File: config.mk
export PLATFORM = sky130hd
export DESIGN_NAME = vpa_regs
export DESIGN_NICKNAME = d
export VERILOG_FILES = /design/src/rtl/vpa_pkg.sv /design/src/rtl/vpa_gain.sv /design/src/rtl/vpa_regs.sv
export SDC_FILE = /design/constraint.sdc
export NUM_CORES = 1
export LEC_CHECK = 0
export ABC_AREA = 1
export BUFFER_PORTS_ARGS = -buffer_cell sky130_fd_sc_hd__buf_2
export CAP_MARGIN = 25
export CORE_MARGIN = 5
export CORE_UTILIZATION = 40
export DETAILED_ROUTE_END_ITERATION = 10
export PLACE_DENSITY = 0.69
export SKIP_LAST_GASP = 1
export SYNTH_ARGS = -nofsm -noshare
export SYNTH_HDL_FRONTEND = slang
export SYNTH_SLANG_ARGS = --single-unit
File: constraint.sdc
create_clock -name sys_clk_in -period 9.1 [get_ports sys_clk_in]
set_input_delay 0 -clock sys_clk_in [delete_from_list [all_inputs] [get_ports sys_clk_in]]
set_output_delay 0 -clock sys_clk_in [all_outputs]
set_load 0.02 [all_outputs]
File: src/rtl/vpa_pkg.sv
// Constants for the picture adjust register bank: sub addresses, reset values,
// write masks, field positions and brightness scale factors.
// Assumes the users refer to every name with the package prefix.
package vpa_pkg;

  // Sub addresses
  localparam logic [7:0] SPLIT_ADDR = 8'h10;
  localparam logic [7:0] KILL_ADDR  = 8'h11;
  localparam logic [7:0] OFFS_ADDR  = 8'h12;
  localparam logic [7:0] GAIN_ADDR  = 8'h13;
  localparam logic [7:0] CGAIN_ADDR = 8'h14;

  // Reset values
  localparam logic [7:0] SPLIT_RST = 8'h06;
  localparam logic [7:0] KILL_RST  = 8'had;
  localparam logic [7:0] OFFS_RST  = 8'h00;
  localparam logic [7:0] GAIN_RST  = 8'h80;
  localparam logic [7:0] CGAIN_RST = 8'h80;

  // Writable bits; reserved bits hold zero
  localparam logic [7:0] SPLIT_MASK = 8'h0f;
  localparam logic [7:0] KILL_MASK  = 8'hbf;
  localparam logic [7:0] FULL_MASK  = 8'hff;
  localparam logic [7:0] UNMAPPED_DATA = 8'h00;

  // Field positions
  localparam int SPLIT_LSB   = 0;
  localparam int SPLIT_MSB   = 1;
  localparam int BPF_LSB     = 2;
  localparam int BPF_MSB     = 3;
  localparam int THR_LSB     = 0;
  localparam int THR_MSB     = 5;
  localparam int KILL_EN_BIT = 7;

  // Separation and band-pass codes
  localparam logic [1:0] SPLIT_2D       = 2'h0;
  localparam logic [1:0] SPLIT_1D       = 2'h1;
  localparam logic [1:0] SPLIT_ADAPTIVE = 2'h2;
  localparam logic [1:0] BPF_WIDE       = 2'h1;
  localparam logic [1:0] BPF_MIDDLE     = 2'h2;
  localparam logic [1:0] BPF_NARROW     = 2'h3;

  // Brightness scale numerators over a common divisor
  localparam logic [6:0] BR_286_PLAIN = 7'h64;
  localparam logic [6:0] BR_286_SETUP = 7'h6c;
  localparam logic [6:0] BR_300_PLAIN = 7'h66;
  localparam logic [6:0] BR_300_SETUP = 7'h6f;
  localparam logic [14:0] BR_DIVISOR  = 15'h00ff;

  // Gain code for unity: code / 2^GAIN_SHIFT
  localparam int GAIN_SHIFT = 7;

  // Luma sample limits
  localparam logic signed [11:0] LUMA_MIN = 12'sh000;
  localparam logic signed [11:0] LUMA_MAX = 12'sh3ff;

endpackage : vpa_pkg

File: src/rtl/vpa_gain.sv
// Signed sample times an 8-bit gain code over 2^GAIN_SHIFT, saturated.
// Assumes a combinational context; the caller registers the result.
`timescale 1ns/10ps
`default_nettype none
module vpa_gain #(
  parameter int W = 10
) (
  input  wire logic signed [W-1:0] sample_in,  // Input sample
  input  wire logic        [7:0]   code_in,    // Gain code
  output logic signed      [W-1:0] sample_out  // Scaled sample
);

  localparam logic signed [W+8:0] POS_LIM = (W+9)'((1 << (W-1)) - 1);
  localparam logic signed [W+8:0] NEG_LIM = -(W+9)'(1 << (W-1));

  wire logic signed [W+8:0] prod_w;
  wire logic signed [W+8:0] shifted_w;

  // Widen both operands first so the product is not cut to the sample width
  assign prod_w    = (W+9)'(sample_in) * (W+9)'($signed({1'b0, code_in}));
  assign shifted_w = prod_w >>> vpa_pkg::GAIN_SHIFT;
  assign sample_out = (shifted_w > POS_LIM) ? POS_LIM[W-1:0] :
                      (shifted_w < NEG_LIM) ? NEG_LIM[W-1:0] : shifted_w[W-1:0];

endmodule : vpa_gain
`default_nettype wire

File: src/rtl/vpa_regs.sv
// Picture adjust register bank with the luma and chroma adjust stage it drives.
// Assumes a sub-address write/read port from the serial control front end on
// sys_clk_in, video samples on the same clock, and two slow strap pins.
`timescale 1ns/10ps
`default_nettype none
module vpa_regs #(
  parameter int LUMA_W  = 10,
  parameter int CHROMA_W = 10,
  parameter int BURST_W = 9
) (
  input  wire logic                       sys_clk_in,       // 40 MHz clock
  input  wire logic                       rst_in,           // Sync reset, high
  input  wire logic                       wr_en_in,         // Register write strobe
  input  wire logic                       rd_en_in,         // Register read strobe
  input  wire logic [7:0]                 sub_addr_in,      // Sub address
  input  wire logic [7:0]                 wr_data_in,       // Write data
  output logic      [7:0]                 rd_data_out,      // Read data
  output logic                            rd_valid_out,     // Read data valid
  input  wire logic                       sync_300mv_in,    // Strap: -300 mV sync
  input  wire logic                       setup_in,         // Strap: setup present
  input  wire logic                       sample_valid_in,  // Sample strobe
  input  wire logic [LUMA_W-1:0]          luma_in,          // Luma sample
  input  wire logic signed [CHROMA_W-1:0] chroma_in,        // Chroma sample
  input  wire logic [BURST_W-1:0]         burst_amp_in,     // Measured burst
  output logic                            sample_valid_out, // Output strobe
  output logic      [LUMA_W-1:0]          luma_out,         // Adjusted luma
  output logic signed [CHROMA_W-1:0]      chroma_out,       // Adjusted chroma
  output logic                            chroma_killed_out,// Killer active
  output logic      [1:0]                 split_method_sel_out,    // Separation mode
  output logic      [1:0]                 chroma_bandpass_sel_out  // Band-pass select
);

  logic [7:0] luma_chroma_split_ctrl_reg;
  logic [7:0] chroma_kill_ctrl_reg;
  logic [7:0] luma_offset_level_reg;
  logic [7:0] luma_gain_level_reg;
  logic [7:0] chroma_gain_level_reg;
  logic [7:0] rd_data_reg;
  logic       rd_valid_reg;
  logic [1:0] strap_s1_reg;
  logic [1:0] strap_s2_reg;
  logic [1:0] strap_s3_reg;
  logic [1:0] strap_reg;
  logic                       valid_reg;
  logic [LUMA_W-1:0]          luma_reg;
  logic signed [CHROMA_W-1:0] chroma_reg;
  logic                       killed_reg;

  wire logic                        hit_split_w;
  wire logic                        hit_kill_w;
  wire logic                        hit_offs_w;
  wire logic                        hit_gain_w;
  wire logic                        hit_cgain_w;
  wire logic [7:0]                  rd_mux_w;
  wire logic                        chroma_kill_enable;
  wire logic [5:0]                  chroma_kill_threshold;
  wire logic [6:0]                  offset_scale_w;
  wire logic [14:0]                 offset_prod_w;
  wire logic [6:0]                  offset_w;
  wire logic signed [LUMA_W:0]      luma_gained_w;
  wire logic signed [11:0]          luma_sum_w;
  wire logic signed [CHROMA_W-1:0]  chroma_gained_w;
  wire logic                        kill_now_w;
  wire logic [1:0]                  strap_next;

  function automatic logic [LUMA_W-1:0] clamp_luma(input logic signed [11:0] v);
    if (v < vpa_pkg::LUMA_MIN) begin
      clamp_luma = '0;
    end else if (v > vpa_pkg::LUMA_MAX) begin
      clamp_luma = vpa_pkg::LUMA_MAX[LUMA_W-1:0];
    end else begin
      clamp_luma = v[LUMA_W-1:0];
    end
  endfunction : clamp_luma

  // Address decode
  assign hit_split_w = (sub_addr_in == vpa_pkg::SPLIT_ADDR);
  assign hit_kill_w  = (sub_addr_in == vpa_pkg::KILL_ADDR);
  assign hit_offs_w  = (sub_addr_in == vpa_pkg::OFFS_ADDR);
  assign hit_gain_w  = (sub_addr_in == vpa_pkg::GAIN_ADDR);
  assign hit_cgain_w = (sub_addr_in == vpa_pkg::CGAIN_ADDR);

  assign rd_mux_w = hit_split_w ? luma_chroma_split_ctrl_reg :
                    hit_kill_w  ? chroma_kill_ctrl_reg :
                    hit_offs_w  ? luma_offset_level_reg :
                    hit_gain_w  ? luma_gain_level_reg :
                    hit_cgain_w ? chroma_gain_level_reg : vpa_pkg::UNMAPPED_DATA;

  // Register file; reserved bits are masked on every write
  always_ff @(posedge sys_clk_in) begin
    if (rst_in) begin
      luma_chroma_split_ctrl_reg <= vpa_pkg::SPLIT_RST;
      chroma_kill_ctrl_reg       <= vpa_pkg::KILL_RST;
      luma_offset_level_reg      <= vpa_pkg::OFFS_RST;
      luma_gain_level_reg        <= vpa_pkg::GAIN_RST;
      chroma_gain_level_reg      <= vpa_pkg::CGAIN_RST;
    end else if (wr_en_in) begin
      if (hit_split_w) luma_chroma_split_ctrl_reg <= wr_data_in & vpa_pkg::SPLIT_MASK;
      if (hit_kill_w)  chroma_kill_ctrl_reg       <= wr_data_in & vpa_pkg::KILL_MASK;
      if (hit_offs_w)  luma_offset_level_reg      <= wr_data_in & vpa_pkg::FULL_MASK;
      if (hit_gain_w)  luma_gain_level_reg        <= wr_data_in & vpa_pkg::FULL_MASK;
      if (hit_cgain_w) chroma_gain_level_reg      <= wr_data_in & vpa_pkg::FULL_MASK;
    end
  end

  always_ff @(posedge sys_clk_in) begin
    if (rst_in) begin
      rd_data_reg  <= 8'h00;
      rd_valid_reg <= 1'b0;
    end else begin
      rd_valid_reg <= rd_en_in;
      if (rd_en_in) rd_data_reg <= rd_mux_w;
    end
  end

  assign rd_data_out  = rd_data_reg;
  assign rd_valid_out = rd_valid_reg;

  // Mode fields go straight to the separation filter; reserved codes pass as written
  assign split_method_sel_out    = luma_chroma_split_ctrl_reg[vpa_pkg::SPLIT_MSB:vpa_pkg::SPLIT_LSB];
  assign chroma_bandpass_sel_out = luma_chroma_split_ctrl_reg[vpa_pkg::BPF_MSB:vpa_pkg::BPF_LSB];

  // Strap pins: three stages, accepted once the last two agree
  assign strap_next = (strap_s2_reg == strap_s3_reg) ? strap_s3_reg : strap_reg;
  always_ff @(posedge sys_clk_in) begin
    if (rst_in) begin
      strap_s1_reg <= 2'h0;
      strap_s2_reg <= 2'h0;
      strap_s3_reg <= 2'h0;
      strap_reg    <= 2'h0;
    end else begin
      strap_s1_reg <= {sync_300mv_in, setup_in};
      strap_s2_reg <= strap_s1_reg;
      strap_s3_reg <= strap_s2_reg;
      strap_reg    <= strap_next;
    end
  end

  // Brightness offset in luma LSBs
  assign offset_scale_w = strap_reg[1] ? (strap_reg[0] ? vpa_pkg::BR_300_SETUP : vpa_pkg::BR_300_PLAIN)
                                       : (strap_reg[0] ? vpa_pkg::BR_286_SETUP : vpa_pkg::BR_286_PLAIN);
  assign offset_prod_w  = 15'(luma_offset_level_reg) * 15'(offset_scale_w);
  assign offset_w       = 7'(offset_prod_w / vpa_pkg::BR_DIVISOR);

  vpa_gain #(.W(LUMA_W + 1)) u_luma_gain (
    .sample_in  ($signed({1'b0, luma_in})),
    .code_in    (luma_gain_level_reg),
    .sample_out (luma_gained_w)
  );

  vpa_gain #(.W(CHROMA_W)) u_chroma_gain (
    .sample_in  (chroma_in),
    .code_in    (chroma_gain_level_reg),
    .sample_out (chroma_gained_w)
  );

  assign luma_sum_w = 12'(luma_gained_w) + $signed({5'h00, offset_w});

  // Killer: higher threshold code demands a stronger burst
  assign chroma_kill_enable    = chroma_kill_ctrl_reg[vpa_pkg::KILL_EN_BIT];
  assign chroma_kill_threshold = chroma_kill_ctrl_reg[vpa_pkg::THR_MSB:vpa_pkg::THR_LSB];
  assign kill_now_w = chroma_kill_enable && (burst_amp_in < BURST_W'(chroma_kill_threshold));

  always_ff @(posedge sys_clk_in) begin
    if (rst_in) begin
      valid_reg  <= 1'b0;
      luma_reg   <= '0;
      chroma_reg <= '0;
      killed_reg <= 1'b0;
    end else begin
      valid_reg <= sample_valid_in;
      if (sample_valid_in) begin
        luma_reg   <= clamp_luma(luma_sum_w);
        chroma_reg <= kill_now_w ? '0 : chroma_gained_w;
        killed_reg <= kill_now_w;
      end
    end
  end

  assign sample_valid_out  = valid_reg;
  assign luma_out          = luma_reg;
  assign chroma_out        = chroma_reg;
  assign chroma_killed_out = killed_reg;
endmodule : vpa_regs
`default_nettype wire

=== Yosys cells after proc, flatten, opt, wreduce, memory -nomap -nowiden ===
Index checks and enable logic that the tools add are counted.
W data, S select, Z words.

* Flip-flop bits (word level): 74
* Bits of input ports: 52
* Output and inout bits: 35
* Logic and storage cells: 54

* Add/subtract/negate cells: 1
* Multipliers: 3
* Divide/modulo/power cells: 1
* Magnitude comparators: 7
* Equal/unequal tests: 6
* Multiplexer cells: 15
* Reductions and logical operators: 6

{| class="wikitable"
|+ Operators with widths
! kind !! count
|-
| $mux W10 || 5
|-
| $eq A8 B5 Y1 const B || 5
|-
| $mux W8 || 5
|-
| $mux W11 || 2
|-
| $mul A10 B9 Y19 || 1
|-
| $mul A10 B8 Y18 || 1
|-
| $div A15 B8 Y15 const B || 1
|-
| $mul A8 B7 Y15 || 1
|-
| $gt A13 B11 Y1 const B || 1
|-
| $lt A13 B11 Y1 const B || 1
|-
| $add A11 B8 Y12 || 1
|-
| $gt A12 B10 Y1 const B || 1
|-
| $gt A12 B11 Y1 const B || 1
|-
| $lt A12 B1 Y1 const B || 1
|-
| $lt A12 B10 Y1 const B || 1
|-
| $mux W4 || 3
|-
| $reduce_and A2 Y1 || 5
|-
| $lt A9 B6 Y1 || 1
|-
| $eq A2 B2 Y1 || 1
|-
| $logic_and A1 B1 Y1 || 1
|}

=== Logic depth before layout (Yosys ltp) ===
Gate-level depths: netlist of run 1.

* Depth in word-level cells: 8
* Depth in mapped cells: 76
* Mapped depth without buffers: 75

=== Hierarchy ===
Synthesis of run 1 repeated with hierarchy kept, for this count alone.

* Cells, all modules: 2070
* Area total of the unflattened synthesis: 14002.2 um^2

{| class="wikitable"
|+ By module, submodules not included
! module !! instances !! cells each !! area each (um^2) !! seq. area each (um^2)
|-
| vpa_regs || 1 || 1036 || 6794.0 || 1481.4
|-
| vpa_gain at u_luma_gain || 1 || 528 || 3752.3 || 0.0
|-
| vpa_gain at u_chroma_gain || 1 || 506 || 3455.8 || 0.0
|}

=== Worst setup path after synthesis of run 1 ===
Ideal clock, no wire load.

* Kind: register to register
* Start point: register strap_reg[0]
* End point: register luma_reg[5] (netlist: luma_out[5])
* Setup time: 0.058 ns
* Arrival: 8.673 ns
* Required time: 9.042 ns
* Setup slack: 0.369 ns
* Cell stages (with the launch flop): 68
* Path buffers: 1
* Period minus slack after synthesis: 8.731 ns
* Path through: dfxtp_1 clkbuf_1 nand2_1 inv_1 fa_1 fa_1 fa_1 fa_1 ha_1 nand2_1 nor2_1 and2_1 nand2_1 nand4_1 nand2_4 inv_2 nor2_4 nand2_8 [32 not listed] nand2_1 nor2_2 nand2_1 nand2_1 ha_1 inv_1 fa_1 o21ai_0 a21oi_1 o21bai_1 nand2_1 nand2_1 nand2_1 nor2_1 nand2_1 o211ai_1 o211ai_1 inv_1

* Word-level cells in the longest chain between the ends: 8
* Elaborated cells on any way between the ends: 10
* Classes of those cells: add/sub (1); mul (1); div (1); order compare (2); mux (5)

{| class="wikitable"
|+ RTL lines
! item !! line !! RTL
|-
| from (decl) || vpa_regs.sv:43 || <nowiki>logic [1:0] strap_reg;</nowiki>
|-
| from (signal assigned) || vpa_regs.sv:135 || <nowiki>strap_reg <= strap_next;</nowiki>
|-
| $mux W4 (on tied branches) || vpa_regs.sv:140, vpa_regs.sv:141 ||
|-
| $mux W4 (*) || vpa_regs.sv:140 || <nowiki>assign offset_scale_w = strap_reg[1] ? (strap_reg[0] ? vpa_pkg::BR_300_SETUP : vpa_pkg::BR_300_PLAIN)</nowiki>
|-
| $mul A8 B7 Y15 (*) || vpa_regs.sv:142 || <nowiki>assign offset_prod_w = 15'(luma_offset_level_reg) * 15'(offset_scale_w);</nowiki>
|-
| $div A15 B8 Y15 (*) || vpa_regs.sv:143 || <nowiki>assign offset_w = 7'(offset_prod_w / vpa_pkg::BR_DIVISOR);</nowiki>
|-
| $add A11 B8 Y12 (*) || vpa_regs.sv:157 || <nowiki>assign luma_sum_w = 12'(luma_gained_w) + $signed({5'h00, offset_w});</nowiki>
|-
| $gt A12 B11 Y1 || vpa_regs.sv:69 || <nowiki>end else if (v > vpa_pkg::LUMA_MAX) begin</nowiki>
|-
| $mux W10 || vpa_regs.sv:69 ||
|-
| $mux W10 (*) || vpa_regs.sv:67 || <nowiki>if (v < vpa_pkg::LUMA_MIN) begin</nowiki>
|-
| to (signal assigned) || vpa_regs.sv:173 || <nowiki>luma_reg <= clamp_luma(luma_sum_w);</nowiki>
|-
| to (decl) || vpa_regs.sv:45 || <nowiki>logic [LUMA_W-1:0] luma_reg;</nowiki>
|}

Mark *: on every way between the ends. The rest lies on a longest branch, timed or not.
A chain may end at the register's enable or synchronous reset.

=== Worst setup path after layout of run 1 ===
Ends and elaborated chain as after synthesis.

==> metrics, run 1 <==
run status complete, but fails checks; failing checks negative setup slack; Max Slew Vio Count 0; Synth Area in Compound Gates 9.08%; Final Instance Count excl. Fillers 2254; worst path required time 9390 ps; critical path type reg -> reg; drt initial violations 903; clock skew 6.27 ps; commonest non-fill, non-tap cell in the layout inv_1; hold depth 3; # clock sinks 74; Simple-Gate Fraction of Synth Area 25.9%; critical path startpoint category flop; worst hold slack 14.9 ps; CP max stage delay 530 ps; hold_sp wr_data_in[5]; Hold Fails Final Rpt 0; worst min-delay path category in -> reg; Worst-Margin Slew 796 ps; I/O Buffers 86; Post-Syn Area per Cell 7.01 µm²; DIE HEIGHT 184 µm; Core Util, Final 48.7%; post-synthesis mux area share 0%; H-tree depth 3; Core Area 29800 µm²; Static Leakage 8.54 nW; RR Endpoint luma_out[5]$_SDFFE_PP0P_; most frequent cells in the layout inv_1, nand2_1, fa_1; clock latency on the worst-skew pair 340 ps; Routability Congestion 0.945; chip width 184 µm; Top Ports 87; Routed Wire Length 32700 µm; CP arrival 9530 ps; Setup TNS -986 ps; Synthesized Nets 2037; RR Startpoint strap_reg[0]$_SDFFE_PP0N_; dpl cells 2188; RSZ-0062 raised after global routing true; Final period util 101%; max-cap viol count 0; largest family of logic cells by synthesized area adder cells; total CTS buffers 9; Tot GR Track Use 18.3%; Starting Density 40.7%; post-synthesis xor/xnor area fraction 3.18%; fin nets 2165; fmax 108 MHz; Synth Flop Type dfxtp_1; clk slew on worst S/H paths 60 ps; hold worst-path end luma_offset_level_reg[5]$_SDFFE_PP0P_; Synth Instances 1730; flop2flop setup slack -140 ps; Post-Synth Adder-Cell Area 34.6%; CP Capture Type flop; antenna violations before repair 2; crit path max fanout 8; VDD IR max 103 µV; Vias 11.3k; power density over the cells 59.9 nW/µm²; Die ar. 33900 µm²; final setup fails 10; #FFs+latches synth 74; DR WL/cell 14.5 µm; min Tclk post-route 9240 ps; Area Overhead vs Synth 19.8%; largest net degree at the start of global routing 34; CTS tree yes; Post-Syn Area 12100 µm²; Layout Cell Area excl Fill 14500 µm²; Critical path buffers and inverters 11; ranking of synthesized cells by area fa_1, nand2_1, inv_1; row count 63; Post-synth EDFFs 0; first drt pass iteration count 5; Worst path top cell family by delay simple AND/OR/NAND/NOR gates; Worst slew margin 46.4%; Antenna Violating Nets Remaining 0; Placed Area 13100 µm²; R2R cell count 66; Final WS setup -135 ps; total grt overflow 0; first-pass GRT wire length 51600 µm; clk buf depth 2; vias in the first global route 10.9k; synth warn 0; layout cells sized above 1 20.3%; dpl hpwl 25900 µm; clk root buf clkbuf_16; asr flop ratio synth 0%; Most Frequent Cell on Critical Path nand2_2; slowest stage cell, crit path fa_1; Seq/Total Area, Yosys 12.2%; DRC Markers 0; Via-to-Cell Ratio 5.01; synth unique cells 52; Synth area leader fa_1; fillers 2889; area share of the largest cell type after synthesis 22.0%
-- tightest hold or removal path, delay by kind of cell --
family / cells / cell delay [ps]
AO/OA/AOI/OAI: 1 / 60
buffers and inverters: 1 / 150
AND/OR/NAND/NOR: 1 / 100
-- cell families (layout without fill, tap and decap cells) --
| logic type | count (synthesis) | after routing |
|---|---|---|
| AO/OA/AOI/OAI | 189 | 189 |
| XOR/XNOR | 44 | 44 |
| adder cells (fa/ha/maj) | 255 | 255 |
| buffers and inverters | 481 | 612 |
| flip-flops | 74 | 74 |
| other | 0 | 1 |
| AND/OR/NAND/NOR | 687 | 689 |
-- timing repair --
item,4_1_cts,5_1_grt
gates resized for setup,11,175
setup buffers,0,38
pin swaps,3,66
endpoints found under the setup margin,10,10
gates cloned,0,2
hold buffers,9,0
hold endpoints to repair,12,0
-- cell type report --
type / instances / area (µm²) / area share (%)
Clock buffer: 10 / 229 / 1.58
Tap cell: 390 / 488 / 3.36
Antenna cell: 1 / 2.50 / 0.0172
Clock inverter: 6 / 72.6 / 0.500
Timing Repair Buffer: 164 / 1080 / 7.45
Sequential cell: 74 / 1490 / 10.3
Multi-Input combinational cell: 1177 / 9520 / 65.6
Inverter: 432 / 1630 / 11.3
-- worst max path at each step --
stage,from,to,slack [ps],cells after the start
after floorplan,strap_reg[0]$_SDFFE_PP0N_,luma_out[5]$_SDFFE_PP0P_,370,67
after global placement,luma_offset_level_reg[5]$_SDFFE_PP0P_,luma_out[2]$_SDFFE_PP0P_,-60,60
after detailed placement,strap_reg[0]$_SDFFE_PP0N_,luma_out[2]$_SDFFE_PP0P_,-310,57
after CTS,strap_reg[0]$_SDFFE_PP0N_,luma_out[2]$_SDFFE_PP0P_,30,70
after global routing,strap_reg[0]$_SDFFE_PP0N_,luma_out[5]$_SDFFE_PP0P_,-690,66
final,strap_reg[0]$_SDFFE_PP0N_,luma_out[5]$_SDFFE_PP0P_,-140,66
-- per-layer routing --
metal | vias to the layer above | share of wire [%] | wire length [µm] | global-route usage (%)
li1 | 5496 | - | - | -
met1 | 5377 | 42 | 13800 | 24.6
met2 | 349 | 49 | 16000 | 31.3
met3 | 74 | 6.7 | 2190 | 3.15
met4 | 2 | 2.0 | 652 | 3.40
met5 | - | 0.058 | 19 | 0
-- per-stage QoR --
stage	worst slack (ps)	total power, mW
finish	-135	0.869
global route	-685	0.911
CTS	28.6	0.869
detailed placement	-308	0.499
global placement	-61.2	0.495
floorplan	369	0.444
-- cells in the mapped netlist (5+ instances only) --
library cell and number:
nand3_2 14, a21o_1 6, nor2_2 11, nand2_4 12, xor2_1 23, ha_1 122
nor3_1 11, nand4_1 11, nor2_1 100, nor2_4 7, fa_1 133, xnor2_1 21
clkbuf_1 31, inv_2 11, clkbuf_2 8, a221oi_1 5, nand2_2 22, a21oi_1 66
nand3_1 60, o21ai_1 8, nand2_1 423, inv_1 416, dfxtp_1 74, o21ai_0 61
o211ai_1 13, buf_1 9
-- power breakdown --
part / switching (mW) / internal, mW / total, mW / leakage [nW]
sequential: 0.00622 / 0.334 / 0.340 / 0.605
combinational: 0.104 / 0.0573 / 0.161 / 7.79
clock: 0.153 / 0.216 / 0.369 / 0.144
total: 0.263 / 0.607 / 0.869 / 8.54
(Power assumes the default switching activity.)
==> run 2: changes to the inputs <==
ABC_AREA = default   (was 1)
CELL_PAD_IN_SITES_DETAIL_PLACEMENT = 1   (was default)
CELL_PAD_IN_SITES_GLOBAL_PLACEMENT = 1   (was default)
PLACE_DENSITY = 0.84   (was 0.69)
REMOVE_ABC_BUFFERS = 1   (was default)
==> metrics, run 2 <==
drt initial violations 1130 (was 903); first-pass GRT wire length 77900 µm (was 51600 µm); final setup fails 10 (unchanged); dpl cells 2037 (was 2188); critical path type reg -> reg (unchanged); DRC Markers 0 (unchanged); slowest stage cell, crit path fa_1 (unchanged); Hold Fails Final Rpt 0 (unchanged); Vias 12.9k (was 11.3k); crit path max fanout 9 (was 8); clock skew 17.7 ps (was 6.27 ps); Max Slew Vio Count 0 (unchanged); CP max stage delay 550 ps (was 530 ps); Routed Wire Length 55300 µm (was 32700 µm); synth cell count leaders inv_1, nand2_1, fa_1 (was nand2_1, inv_1, fa_1); min Tclk post-route 10340 ps (was 9240 ps); Tot GR Track Use 29.1% (was 18.3%); Via-to-Cell Ratio 6.10 (was 5.01); layout cells sized above 1 30.1% (was 20.3%); Post-synth EDFFs 0 (unchanged); Top Ports 87 (unchanged); # clock sinks 74 (unchanged); DIE HEIGHT 182 µm (was 184 µm); ranking of synthesized cells by area fa_1, ha_1, dfxtp_1 (was fa_1, nand2_1, inv_1); Die ar. 33300 µm² (was 33900 µm²); Setup TNS -11640 ps (was -986 ps); Synth Flop Type dfxtp_1 (unchanged); fmax 96.7 MHz (was 108 MHz); Final WS setup -1240 ps (was -135 ps); Worst slew margin 9.46% (was 46.4%); critical path startpoint category flop (unchanged); first drt pass iteration count 5 (unchanged); synth unique cells 93 (was 52); run status complete, but fails checks (unchanged); failing checks negative setup slack (unchanged); Post-Syn Area per Cell 8.22 µm² (was 7.01 µm²); Routability Congestion 0.914 (was 0.945); switching portion of total power 30.3% (was 30.2%); CP Capture Type flop (unchanged); Synth area leader fa_1 (unchanged); clk slew on worst S/H paths 80 ps (was 60 ps); Antenna Violating Nets Remaining 0 (unchanged); Starting Density 40.4% (was 40.7%); Comb pwr share 17.0% (was 18.5%); Int Pwr 691 µW (was 607 µW); asr flop ratio synth 0% (unchanged); Seq/Total Area, Yosys 12.4% (was 12.2%); clk buf depth 2 (unchanged); vias in the first global route 14.1k (was 10.9k); Worst-Margin Slew 1350 ps (was 796 ps); sequential share of power 34.4% (was 39.1%); Core Util, Final 54.0% (was 48.7%); worst path required time 9370 ps (was 9390 ps); R2R cell count 42 (was 66); count leader, synth inv_1 (was nand2_1); Area Overhead vs Synth 33.7% (was 19.8%); worst min-delay path category in -> reg (unchanged); max-cap viol count 0 (unchanged); Synth Instances 1447 (was 1730); dpl hpwl 32600 µm (was 25900 µm); CP arrival 10610 ps (was 9530 ps); commonest non-fill, non-tap cell in the layout buf_4 (was inv_1); most frequent cells in the layout buf_4, inv_1, nand2_1 (was inv_1, nand2_1, fa_1); hold depth 3 (unchanged); NetSw 300 µW (was 263 µW); #FFs+latches synth 74 (unchanged); Post-Syn Area 11900 µm² (was 12100 µm²); Clock power frac 48.6% (was 42.4%); VDD IR max 98.0 µV (was 103 µV); DR WL/cell 26.2 µm (was 14.5 µm); Final period util 114% (was 101%); power density over the cells 62.3 nW/µm² (was 59.9 nW/µm²); Final Instance Count excl. Fillers 2114 (was 2254); CTS tree yes (unchanged); Static Leakage 7.74 nW (was 8.54 nW); largest net degree at the start of global routing 68 (was 34); H-tree depth 3 (unchanged); clk root buf clkbuf_16 (unchanged); area share of the largest cell type after synthesis 22.4% (was 22.0%); fin nets 2024 (was 2165); antenna violations before repair 5 (was 2); clock latency on the worst-skew pair 370 ps (was 340 ps); row count 63 (unchanged); total grt overflow 0 (unchanged); synth warn 0 (unchanged); RSZ-0062 raised after global routing true (unchanged); I/O Buffers 86 (unchanged); total CTS buffers 9 (unchanged); chip width 182 µm (was 184 µm); Core Area 29500 µm² (was 29800 µm²)
[run 2: cell count changes in the layout (fill, tap and decap cells not counted), moves of 20 or more]
cell and delta:
and2_1 +93, buf_4 +140, inv_1 -211, nand2_1 -210
nand2_2 -45, nand2_4 -34, nor2_1 -20, o21ai_0 -33
[run 2: cells by family after synthesis]
logic type / synth area share, %
AO/OA/AOI/OAI: 16.3
adder cells (fa/ha/maj): 35.3
flip-flops: 12.4
buffers and inverters: 8.21
AND/OR/NAND/NOR: 21.4
XOR/XNOR: 4.63
multiplexers: 1.73
[run 2: routing by layer]
layer	routed length (µm)	global-route usage (%)	up-vias
met5	57	0	-
met3	4350	4.39	324
li1	-	-	5407
met4	4300	16.0	8
met1	19600	33.4	6365
met2	27000	51.9	801
[run 2: through the flow]
| step | setup slack (ps) | hold WS [ps] | total power [mW] | area (µm²) |
|---|---|---|---|---|
| floorplan | -1070 | 66.7 | 0.422 | 11700 |
| global placement | -828 | 243 | 0.483 | 13900 |
| detailed placement | -1470 | 229 | 0.492 | 13900 |
| CTS | -537 | 18.7 | 0.959 | 15400 |
| global route | -1460 | 32.2 | 1.01 | 15900 |
| finish | -1240 | 40.1 | 0.992 | 15900 |
[run 2: path summary, 6_finish.rpt]
kind,slack [ps],to,start
setup reg to reg,-1240,luma_out[9]$_SDFFE_PP0P_,luma_offset_level_reg[4]$_SDFFE_PP0P_
hold reg to reg,470,chroma_out[7]$_SDFFE_PP0P_,chroma_out[7]$_SDFFE_PP0P_
hold / removal,40,luma_gain_level_reg[0]$_SDFFE_PP0P_,wr_data_in[0]
setup / recovery,-1240,luma_out[9]$_SDFFE_PP0P_,luma_offset_level_reg[4]$_SDFFE_PP0P_
[run 2: timing repair]
action,4_1_cts,5_1_grt
setup endpoints to repair,10,10
resized for setup,173,61
hold buffers,8,0
endpoints found under the hold margin,12,0
pin swaps,87,35
setup buffers,36,18
[run 2: power groups by stage]
| stage | Sequential (mW) | Clock (mW) | Combinational (mW) |
|---|---|---|---|
| global placement | 0.347 | 0 | 0.135 |
| CTS | 0.341 | 0.463 | 0.155 |
| detailed placement | 0.348 | 0 | 0.144 |
| finish | 0.341 | 0.482 | 0.168 |
| floorplan | 0.357 | 0 | 0.0652 |
| global route | 0.342 | 0.493 | 0.179 |
[run 2: worst max-delay path, delay by kind of cell, from the launching register on]
| kind | cells | cell delay (ps) |
|---|---|---|
| DFF | 1 | 360 |
| buffers and inverters | 3 | 240 |
| xor gates and xnor gates | 1 | 80 |
| AOI/OAI and AO/OA | 19 | 4030 |
| and+or+nand+nor | 11 | 2470 |
| adders and majority gates | 8 | 3030 |
[run 2: layout make-up]
type,count,area [µm²]
Timing Repair Buffer,314,2240
Inverter,199,747
Sequential cell,74,1490
Fill cell,3481,13600
Tap cell,390,488
Clock buffer,9,225
Multi-Input combinational cell,1119,10600
Antenna cell,2,5.00
Clock inverter,7,146
